===== src/design/eisf_pkg.sv =====
// Shared constants and types of the two-wire EEPROM slave front end.
// Assumes a single 40 MHz system clock and bus lines already synchronous to it.
package eisf_pkg;

    // ------------------------------------------------------------
    // Clock and timing
    // ------------------------------------------------------------
    localparam int unsigned CLK_HZ        = 40_000_000;
    localparam int unsigned WRITE_TIME_MS = 10;
    // Longest time: rounds down to whole cycles
    localparam int unsigned WRITE_CYCLES  = (CLK_HZ / 1000) * WRITE_TIME_MS;

    // ------------------------------------------------------------
    // Select byte layout
    // ------------------------------------------------------------
    localparam int unsigned BYTE_BITS     = 8;
    localparam logic [3:0]  BIT_CNT_FULL  = 4'h8;
    localparam logic [3:0]  BIT_CNT_RST   = 4'h0;
    localparam int unsigned TYPE_MSB      = 7;
    localparam int unsigned TYPE_LSB      = 4;
    localparam int unsigned RW_POS        = 0;
    localparam logic        RW_READ       = 1'b1;
    // Arbitrary neutral device-type value, override per product
    localparam logic [3:0]  DEV_TYPE_DFLT = 4'h6;

    // ------------------------------------------------------------
    // Reset values
    // ------------------------------------------------------------
    localparam logic [7:0]  SHIFT_RST     = 8'h00;
    localparam logic        SDA_DRIVE_LVL = 1'b0;

    typedef enum logic [2:0] {
        ST_IDLE,
        ST_SELECT,
        ST_ACK,
        ST_RXBYTE,
        ST_READ,
        ST_IGNORE,
        ST_WRITING
    } eisf_state_t;

endpackage


===== src/design/eisf_line_sampler.sv =====
// Bus line sampler: edge and START/STOP pulses from the serial lines.
// Assumes scl and sda inputs are already synchronous to clk_sys.
`timescale 1ns/1ps
module eisf_line_sampler
    import eisf_pkg::*;
(
    input  wire logic clk_sys,   // system clock
    input  wire logic rst_n,     // synchronous reset, active low
    input  wire logic sclIn,     // serial clock line level
    input  wire logic sdaIn,     // serial data line level
    output logic      sclRise,   // one-cycle pulse, clock rose
    output logic      sclFall,   // one-cycle pulse, clock fell
    output logic      startSeen, // one-cycle pulse, START detected
    output logic      stopSeen,  // one-cycle pulse, STOP detected
    output logic      sdaNow     // data level aligned with the pulses
);

    // ------------------------------------------------------------
    // Previous samples and decode
    // ------------------------------------------------------------
    logic sclPrev_q;
    logic sdaPrev_q;
    wire  riseD  = sclIn & ~sclPrev_q;
    wire  fallD  = ~sclIn & sclPrev_q;
    // Data edges count only while the clock stays high on both samples
    wire  startD = sclIn & sclPrev_q & sdaPrev_q & ~sdaIn;
    wire  stopD  = sclIn & sclPrev_q & ~sdaPrev_q & sdaIn;

    always_ff @(posedge clk_sys) begin
        if (!rst_n) begin
            sclPrev_q <= 1'b1;
            sdaPrev_q <= 1'b1;
            sclRise   <= 1'b0;
            sclFall   <= 1'b0;
            startSeen <= 1'b0;
            stopSeen  <= 1'b0;
            sdaNow    <= 1'b1;
        end else begin
            sclPrev_q <= sclIn;
            sdaPrev_q <= sdaIn;
            sclRise   <= riseD;
            sclFall   <= fallD;
            startSeen <= startD;
            stopSeen  <= stopD;
            sdaNow    <= sdaIn;
        end
    end

endmodule


===== src/design/eisf_slave_front_end.sv =====
// Two-wire serial slave front end of a small serial EEPROM.
// Assumes bus lines synchronous to clk_sys; the master drives the serial clock.
//
// Behaviour
// - Device is slave only; master clocks everything
// - START: data falls while clock high
// - Silent on bus until START seen
// - STOP: data rises while clock high, ends communication
// - STOP after read returns to standby
// - STOP after write launches timed write cycle
// - Transmitter releases; receiver acks in ninth pulse
// - Data sampled on each rising clock edge
// - Top four select bits match device type
// - Three following select bits are don't care
// - Eighth bit: one read, zero write
// - Matching select byte acked in ninth bit
// - Write cycle ignores all requests, no ack
// - Writes execute only while write enable high
// - First falling clock edge enters bidirectional mode, sticky
`timescale 1ns/1ps
module eisf_slave_front_end
    import eisf_pkg::*;
#(
    parameter int unsigned WRITE_CYC = WRITE_CYCLES,  // write cycle length in clocks
    parameter logic [3:0]  DEV_TYPE  = DEV_TYPE_DFLT  // device type identifier
) (
    input  wire logic clk_sys,                          // system clock, 40 MHz
    input  wire logic rst_n,                            // synchronous reset, active low
    input  wire logic sclIn,                            // serial clock line level
    input  wire logic sdaIn,                            // serial data line level
    input  wire logic transmit_only_clock_write_enable, // write enable, active high
    output logic      sdaOut,                           // data pin drive value
    output logic      sdaOe_n,                          // data pin enable, low drives
    output logic      bidirMode,                        // bidirectional mode entered
    output logic      writeBusy,                        // internal write cycle running
    output logic      addressed,                        // select byte matched and acked
    output logic      readSelected                      // addressed for a read
);

    localparam int unsigned CW = $clog2(WRITE_CYC + 1);
    localparam logic [CW-1:0] CNT_LOAD = CW'(WRITE_CYC);
    localparam logic [CW-1:0] CNT_ONE  = CW'(1);
    localparam logic [CW-1:0] CNT_ZERO = CW'(0);

    // ------------------------------------------------------------
    // Line sampling
    // ------------------------------------------------------------
    logic sclRise;
    logic sclFall;
    logic startSeen;
    logic stopSeen;
    logic sdaNow;

    eisf_line_sampler u_sampler (
        .clk_sys   (clk_sys),
        .rst_n     (rst_n),
        .sclIn     (sclIn),
        .sdaIn     (sdaIn),
        .sclRise   (sclRise),
        .sclFall   (sclFall),
        .startSeen (startSeen),
        .stopSeen  (stopSeen),
        .sdaNow    (sdaNow)
    );

    // ------------------------------------------------------------
    // State
    // ------------------------------------------------------------
    eisf_state_t   state_q;
    eisf_state_t   state_d;
    logic [3:0]    bitCnt_q;
    logic [3:0]    bitCnt_d;
    logic [7:0]    shift_q;
    logic [7:0]    shift_d;
    logic          rw_q;
    logic          rw_d;
    logic          oeN_d;
    logic          addr_d;
    logic [CW-1:0] writeCnt_q;
    logic [CW-1:0] writeCnt_d;

    // ------------------------------------------------------------
    // Decode
    // ------------------------------------------------------------
    // Only the type field is compared; the three bits after it are ignored
    wire typeMatch  = (shift_q[TYPE_MSB:TYPE_LSB] == DEV_TYPE);
    wire byteDone   = (bitCnt_q == BIT_CNT_FULL);
    wire receiving  = (state_q == ST_SELECT) || (state_q == ST_RXBYTE);
    wire writeCmd   = addressed && (rw_q != RW_READ);
    wire inFrame    = (state_q != ST_IDLE) && (state_q != ST_IGNORE);
    // Write enable is checked when STOP arrives; low means nothing is programmed
    wire launchWr   = stopSeen && writeCmd && inFrame
                      && transmit_only_clock_write_enable;
    wire wrDoneNow  = (writeCnt_q == CNT_ONE);
    // Bus is not listened to before the mode switch or during the write cycle
    wire listening  = bidirMode && (state_q != ST_WRITING);

    // ------------------------------------------------------------
    // Next-state logic
    // ------------------------------------------------------------
    always_comb begin
        state_d    = state_q;
        bitCnt_d   = bitCnt_q;
        shift_d    = shift_q;
        rw_d       = rw_q;
        oeN_d      = sdaOe_n;
        addr_d     = addressed;
        writeCnt_d = writeCnt_q;
        if (state_q == ST_WRITING) begin
            writeCnt_d = writeCnt_q - CNT_ONE;
            if (wrDoneNow) begin
                state_d = ST_IDLE;
            end
        end else if (!listening) begin
            oeN_d = 1'b1;
        end else if (startSeen) begin
            // A repeated START restarts select decoding from any state except ST_WRITING
            state_d  = ST_SELECT;
            bitCnt_d = BIT_CNT_RST;
            oeN_d    = 1'b1;
            addr_d   = 1'b0;
        end else if (stopSeen) begin
            oeN_d  = 1'b1;
            addr_d = 1'b0;
            if (launchWr) begin
                state_d    = ST_WRITING;
                writeCnt_d = CNT_LOAD;
            end else begin
                state_d = ST_IDLE;
            end
        end else begin
            unique case (state_q)
                ST_SELECT, ST_RXBYTE: begin
                    if (sclRise && !byteDone) begin
                        shift_d  = {shift_q[BYTE_BITS-2:0], sdaNow};
                        bitCnt_d = bitCnt_q + 4'h1;
                    end else if (sclFall && byteDone) begin
                        if ((state_q == ST_SELECT) && !typeMatch) begin
                            state_d = ST_IGNORE;
                        end else begin
                            state_d = ST_ACK;
                            oeN_d   = 1'b0;
                            if (state_q == ST_SELECT) begin
                                rw_d   = shift_q[RW_POS];
                                addr_d = 1'b1;
                            end
                        end
                    end
                end
                ST_ACK: begin
                    if (sclFall) begin
                        // Release at the end of the ninth pulse
                        oeN_d    = 1'b1;
                        bitCnt_d = BIT_CNT_RST;
                        state_d  = (rw_q == RW_READ) ? ST_READ : ST_RXBYTE;
                    end
                end
                ST_IDLE, ST_READ, ST_IGNORE, ST_WRITING: begin
                    oeN_d = 1'b1;
                end
            endcase
        end
    end

    // ------------------------------------------------------------
    // Registers
    // ------------------------------------------------------------
    always_ff @(posedge clk_sys) begin
        if (!rst_n) begin
            state_q    <= ST_IDLE;
            bitCnt_q   <= BIT_CNT_RST;
            shift_q    <= SHIFT_RST;
            rw_q       <= 1'b0;
            writeCnt_q <= CNT_ZERO;
        end else begin
            state_q    <= state_d;
            bitCnt_q   <= bitCnt_d;
            shift_q    <= shift_d;
            rw_q       <= rw_d;
            writeCnt_q <= writeCnt_d;
        end
    end

    // Only ever pulls low; the line is never driven high, as a slave must not
    always_ff @(posedge clk_sys) begin
        if (!rst_n) begin
            sdaOut       <= SDA_DRIVE_LVL;
            sdaOe_n      <= 1'b1;
            bidirMode    <= 1'b0;
            writeBusy    <= 1'b0;
            addressed    <= 1'b0;
            readSelected <= 1'b0;
        end else begin
            sdaOut       <= SDA_DRIVE_LVL;
            sdaOe_n      <= oeN_d;
            bidirMode    <= bidirMode | sclFall;
            writeBusy    <= (state_d == ST_WRITING);
            addressed    <= addr_d;
            readSelected <= addr_d && (rw_d == RW_READ);
        end
    end

    // ------------------------------------------------------------
    // Assertions
    // ------------------------------------------------------------
    AST_SILENT_IDLE: assert property (@(posedge clk_sys) disable iff (!rst_n)
        (state_q == ST_IDLE) |-> sdaOe_n)
        else $error("data line driven while idle");

    AST_START_ENTRY: assert property (@(posedge clk_sys) disable iff (!rst_n)
        (startSeen && listening) |=> (state_q == ST_SELECT) && (bitCnt_q == 4'h0))
        else $error("START did not open select decoding");

    AST_SAMPLE_RISE: assert property (@(posedge clk_sys) disable iff (!rst_n)
        (sclRise && receiving && !byteDone && listening && !startSeen && !stopSeen)
        |=> (shift_q[0] == $past(sdaNow)) && (bitCnt_q == $past(bitCnt_q) + 4'h1))
        else $error("data bit not sampled on clock rise");

    AST_ACK_SELECT: assert property (@(posedge clk_sys) disable iff (!rst_n)
        (state_q == ST_SELECT && byteDone && sclFall && typeMatch
         && listening && !startSeen && !stopSeen)
        |=> !sdaOe_n && addressed && (state_q == ST_ACK))
        else $error("matching select byte not acknowledged");

    AST_ACK_RELEASE: assert property (@(posedge clk_sys) disable iff (!rst_n)
        (state_q == ST_ACK && sclFall && !startSeen && !stopSeen)
        |=> sdaOe_n ##1 sdaOe_n)
        else $error("acknowledge held past ninth pulse");

    AST_NO_ACK_MISMATCH: assert property (@(posedge clk_sys) disable iff (!rst_n)
        (state_q == ST_SELECT && byteDone && sclFall && !typeMatch
         && listening && !startSeen && !stopSeen)
        |=> (state_q == ST_IGNORE) && sdaOe_n && !addressed)
        else $error("mismatched select byte was answered");

    AST_BUSY_SILENT: assert property (@(posedge clk_sys) disable iff (!rst_n)
        (state_q == ST_WRITING) |-> sdaOe_n && writeBusy && (writeCnt_q <= CNT_LOAD))
        else $error("bus answered during write cycle");

    AST_STOP_READ: assert property (@(posedge clk_sys) disable iff (!rst_n)
        (stopSeen && listening && !startSeen && state_q == ST_READ)
        |=> (state_q == ST_IDLE) && !writeBusy)
        else $error("STOP after read did not reach standby");

    AST_WRITE_LAUNCH: assert property (@(posedge clk_sys) disable iff (!rst_n)
        (stopSeen && listening && !startSeen && state_q == ST_RXBYTE
         && transmit_only_clock_write_enable)
        |=> (state_q == ST_WRITING) && (writeCnt_q == CNT_LOAD) && writeBusy)
        else $error("STOP after write did not start write cycle");

    AST_WRITE_INHIBIT: assert property (@(posedge clk_sys) disable iff (!rst_n)
        (stopSeen && listening && !startSeen && state_q == ST_RXBYTE
         && !transmit_only_clock_write_enable)
        |=> (state_q == ST_IDLE) && !writeBusy)
        else $error("write executed with write enable low");

    AST_MODE_STICKY: assert property (@(posedge clk_sys) disable iff (!rst_n)
        (sclFall || bidirMode) |=> bidirMode)
        else $error("bidirectional mode lost or not entered");

    AST_RW_CAPTURE: assert property (@(posedge clk_sys) disable iff (!rst_n)
        (state_q == ST_ACK && $past(state_q) == ST_SELECT)
        |-> (readSelected == $past(shift_q[0])))
        else $error("direction bit not captured");

    AST_DRIVE_LOW: assert property (@(posedge clk_sys) disable iff (!rst_n)
        !sdaOe_n |-> (sdaOut == SDA_DRIVE_LVL))
        else $error("data line driven high");

    AST_STOP_ENDS: assert property (@(posedge clk_sys) disable iff (!rst_n)
        (stopSeen && listening && !startSeen) |=> !addressed && sdaOe_n)
        else $error("STOP did not end communication");

    AST_IGNORE_SILENT: assert property (@(posedge clk_sys) disable iff (!rst_n)
        (state_q == ST_IGNORE) |-> sdaOe_n && !addressed)
        else $error("unaddressed device answered");

    AST_WRITE_END: assert property (@(posedge clk_sys) disable iff (!rst_n)
        (state_q == ST_WRITING && wrDoneNow) |=> (state_q == ST_IDLE) && !writeBusy)
        else $error("write cycle did not end on time");

    AST_BUSY_DEAF: assert property (@(posedge clk_sys) disable iff (!rst_n)
        (state_q == ST_WRITING && startSeen) |=> (state_q != ST_SELECT) && sdaOe_n)
        else $error("START accepted during write cycle");

    AST_PRE_MODE_DEAF: assert property (@(posedge clk_sys) disable iff (!rst_n)
        !bidirMode |-> (state_q == ST_IDLE) && sdaOe_n)
        else $error("bus answered before mode switch");

    AST_RX_COUNT: assert property (@(posedge clk_sys) disable iff (!rst_n)
        receiving |-> (bitCnt_q <= BIT_CNT_FULL))
        else $error("received bit count overran");

    AST_DATA_ACK: assert property (@(posedge clk_sys) disable iff (!rst_n)
        (state_q == ST_RXBYTE && byteDone && sclFall && listening
         && !startSeen && !stopSeen)
        |=> !sdaOe_n && (state_q == ST_ACK))
        else $error("received data byte not acknowledged");

    AST_ACK_HOLD: assert property (@(posedge clk_sys) disable iff (!rst_n)
        (state_q == ST_ACK && !sclFall && !startSeen && !stopSeen) |=> !sdaOe_n)
        else $error("acknowledge dropped inside ninth bit");

endmodule


===== config.mk =====
export PLATFORM = sky130hd
export DESIGN_NAME = eisf_slave_front_end
export DESIGN_NICKNAME = d
export VERILOG_FILES = /design/src/design/eisf_pkg.sv /design/src/design/eisf_line_sampler.sv /design/src/design/eisf_slave_front_end.sv
export SDC_FILE = /design/constraint.sdc
export NUM_CORES = 1
export LEC_CHECK = 0
export ABC_AREA = 1
export BUFFER_PORTS_ARGS = -buffer_cell sky130_fd_sc_hd__buf_2
export CAP_MARGIN = 20
export CORE_ASPECT_RATIO = 1.5
export CORE_MARGIN = 10
export CORE_UTILIZATION = 50
export DETAILED_ROUTE_END_ITERATION = 12
export GPL_TIMING_DRIVEN = 1
export PLACE_DENSITY = 0.75
export SLEW_MARGIN = 20
export SYNTH_ARGS = -nofsm -noshare
export SYNTH_HDL_FRONTEND = slang
export SYNTH_HIERARCHICAL = 1
export SYNTH_SLANG_ARGS = --single-unit

===== constraint.sdc =====
create_clock -name clk_sys -period 2.26 [get_ports clk_sys]
set_input_delay 0.452 -clock clk_sys [delete_from_list [all_inputs] [get_ports clk_sys]]
set_output_delay 0.452 -clock clk_sys [all_outputs]
set_load 0.05 [all_outputs]

==> reports/metrics.cfg <==
[grt]
first_global_vias = 2073
grt_use_total_pct = 13.9
grt_pass1_wl_um = 8790
grt-ovfl-total = 0
antenna_found_initial = 0
grt_max_degree = 23

[clock_tree]
postCtsSetupBuffers = 0
cts-buffers-inserted = 5
clk_pin_slew_ps = 80
htree_levels = 2
cts_tree = built
cts_sinks = 46
ctsHoldBuffers = 0
clockBufferDepth = 2
root_buffer = clkbuf_8
cts.repair.resized = 0
clk_latency_ps = 300

[cells_and_area]
antenna_cells = 0
final_cells = 423
final_cell_area_sq_um = 2540
finalNetCount = 367
layout_common_cells = nand2_1, nor2_1, dfxtp_1, inv_1, nand3_1
drive_gt1_share_pct = 8.91
area_growth_pct = 8.55
final_common_cell = nand2_1

[worst_setup_path]
critPathKind = reg -> reg
worstSetupStartpointType = flop
cp.required_ps = 2430
crit_fanout = 11
cp_data_arrival_time_ps = 1960
end_kind = flop

[detailed_routing]
wl_um = 4990
wire_per_inst_um = 11.8
drc = 0
drtIter0Drc = 103
drtAntennaViolNets = 0
first_pass_iters = 4
vias_per_cell = 5.03
vias = 2129

[yosys]
synth_ff_type = dfxtp_1
synth_top_area_share_pct = 39.3
syn_nets = 356
avgSynthCellArea_sq_um = 6.75
synth_edf_count = 0
seq_area_frac_synth_pct = 39.3
yosys.area.top_type = dfxtp_1
synthTopCellsByArea = dfxtp_1, nand2_1, nor2_1
ys_seq_elements = 46
syn_inst = 347
netlist_area_sq_um = 2340
yosys_warnings = 6
async_flop_share_pct = 0
synth.distinct_cells = 36

[floorplanning]
rows = 30
core-area_sq_um = 4540
die_h_um = 104
die_w_um = 75.9
die_area_sq_um = 7880
start_util_pct = 51.5
ios = 11

[power_and_ir_drop]
vdd_drop_max_mv = 0.375
power.density_nw_per_um2 = 584
p_leak_nw = 1.11
total_power_mw = 1.48

[timing]
slew_headroom_pct = 66.1
min_period_over_period_pct = 78.8
setup_tns_ps = 0
worst_slew_pin_slew_ps = 508
setup_viol = 0
drv_slew = 0
fin_crit_ps = 1780
finalClockSkew_ps = 3.59
fmax_mhz = 561
finalHoldViolCount = 0
rsz0062_at_grt = false

[hold_path]
hold_class = in -> reg

[flow_run]
cap_violations = 0

[placement]
dpl-instance-area_sq_um = 2430
dpl.cell_count = 415
gp_congestion = 0.898
port_buffers = 9
dp_hpwl_um = 3820

[status]
status = finished, final reports clean

==> cell type report <==
cell class              count  area, sq um
multi-input cells         247         1200
clock buffers               5         68.8
inverters                  48          180
repair buffers             10         52.6
fillers                   460         2000
well taps                  64         80.1
flip-flops and latches     46          921
clock inverters             3         40.0
==> per-stage QoR <==
step / hold WS, ps / worst slack, ps / util (%)
after floorplan: 426 / 723 / -
after global placement: 437 / 569 / 53.6
after detailed placement: 439 / 501 / 53.6
after CTS: 340 / 494 / 56.0
after global routing: 339 / 312 / 56.0
final: 346 / 478 / 56.0
==> sequential cells by signal (all words and copies together) (netlist names) <==
register             count
u_sampler/startSeen      1
shift_q                  8
state_q                  3
writeBusy                1
u_sampler/sclPrev_q      1
u_sampler/stopSeen       1
u_sampler/sclRise        1
readSelected             1
sdaOe_n                  1
u_sampler/sdaPrev_q      1
writeCnt_q              19
bidirMode                1
u_sampler/sclFall        1
addressed                1
bitCnt_q                 4
rw_q                     1
==> power breakdown <==
group | leakage [nW] | switching [mW] | total (mW) | internal [mW]
Sequential | 0.372 | 0.00722 | 0.823 | 0.816
Clock | 0.0579 | 0.272 | 0.598 | 0.325
Combinational | 0.682 | 0.0453 | 0.0628 | 0.0175
==> routing by layer <==
layer | wire (um) | vias up | GRT usage, %
met1 | 2170 | 949 | 14.9
met3 | 166 | 11 | 3.53
li1 | - | 1133 | -
met2 | 2510 | 36 | 23.9
met5 | 0 | - | 0
met4 | 133 | 0 | 6.80
==> worst max-delay path, stage by stage, from the launching register on <==
cell,delay [ps]
dfxtp_1,430
inv_1,120
nand3_2,250
nand2_1,180
inv_1,110
nand2_1,70
nor2_1,140
o21ai_2,130
o21ai_0,170
nor2_1,60
==> final timing paths <==
path,end,startpoint,slack [ps],depth (start not counted)
max,bitCnt_q[1],state_q[0],480,9
max reg2reg,bitCnt_q[1],state_q[0],480,9
min,u_sampler/sclFall,sclIn,350,2
min reg2reg,sdaOe_n,sdaOe_n,460,2
==> cells in the mapped netlist, types with 3 or more instances <==
cell      instances
a21oi_1          20
clkbuf_1          3
dfxtp_1          46
ha_1              4
inv_1            45
inv_2             3
nand2_1          70
nand3_1          25
nand4_1           6
nor2_1           64
nor3_1            3
nor4_1            3
o21ai_0          23
==> cell families (layout without fill, tap and decap cells) <==
kind of cell | Yosys count | after routing | share of synthesized area (%)
and+or+nand+nor | 185 | 185 | 35.1
AOI/OAI and AO/OA | 55 | 55 | 13.0
buffers and inverters | 54 | 66 | 9.46
DFF | 46 | 46 | 39.3
adders and majority gates | 4 | 4 | 2.14
xor gates and xnor gates | 2 | 2 | 0.748
other | 1 | 1 | 0.160
(Power assumes the default switching activity.)
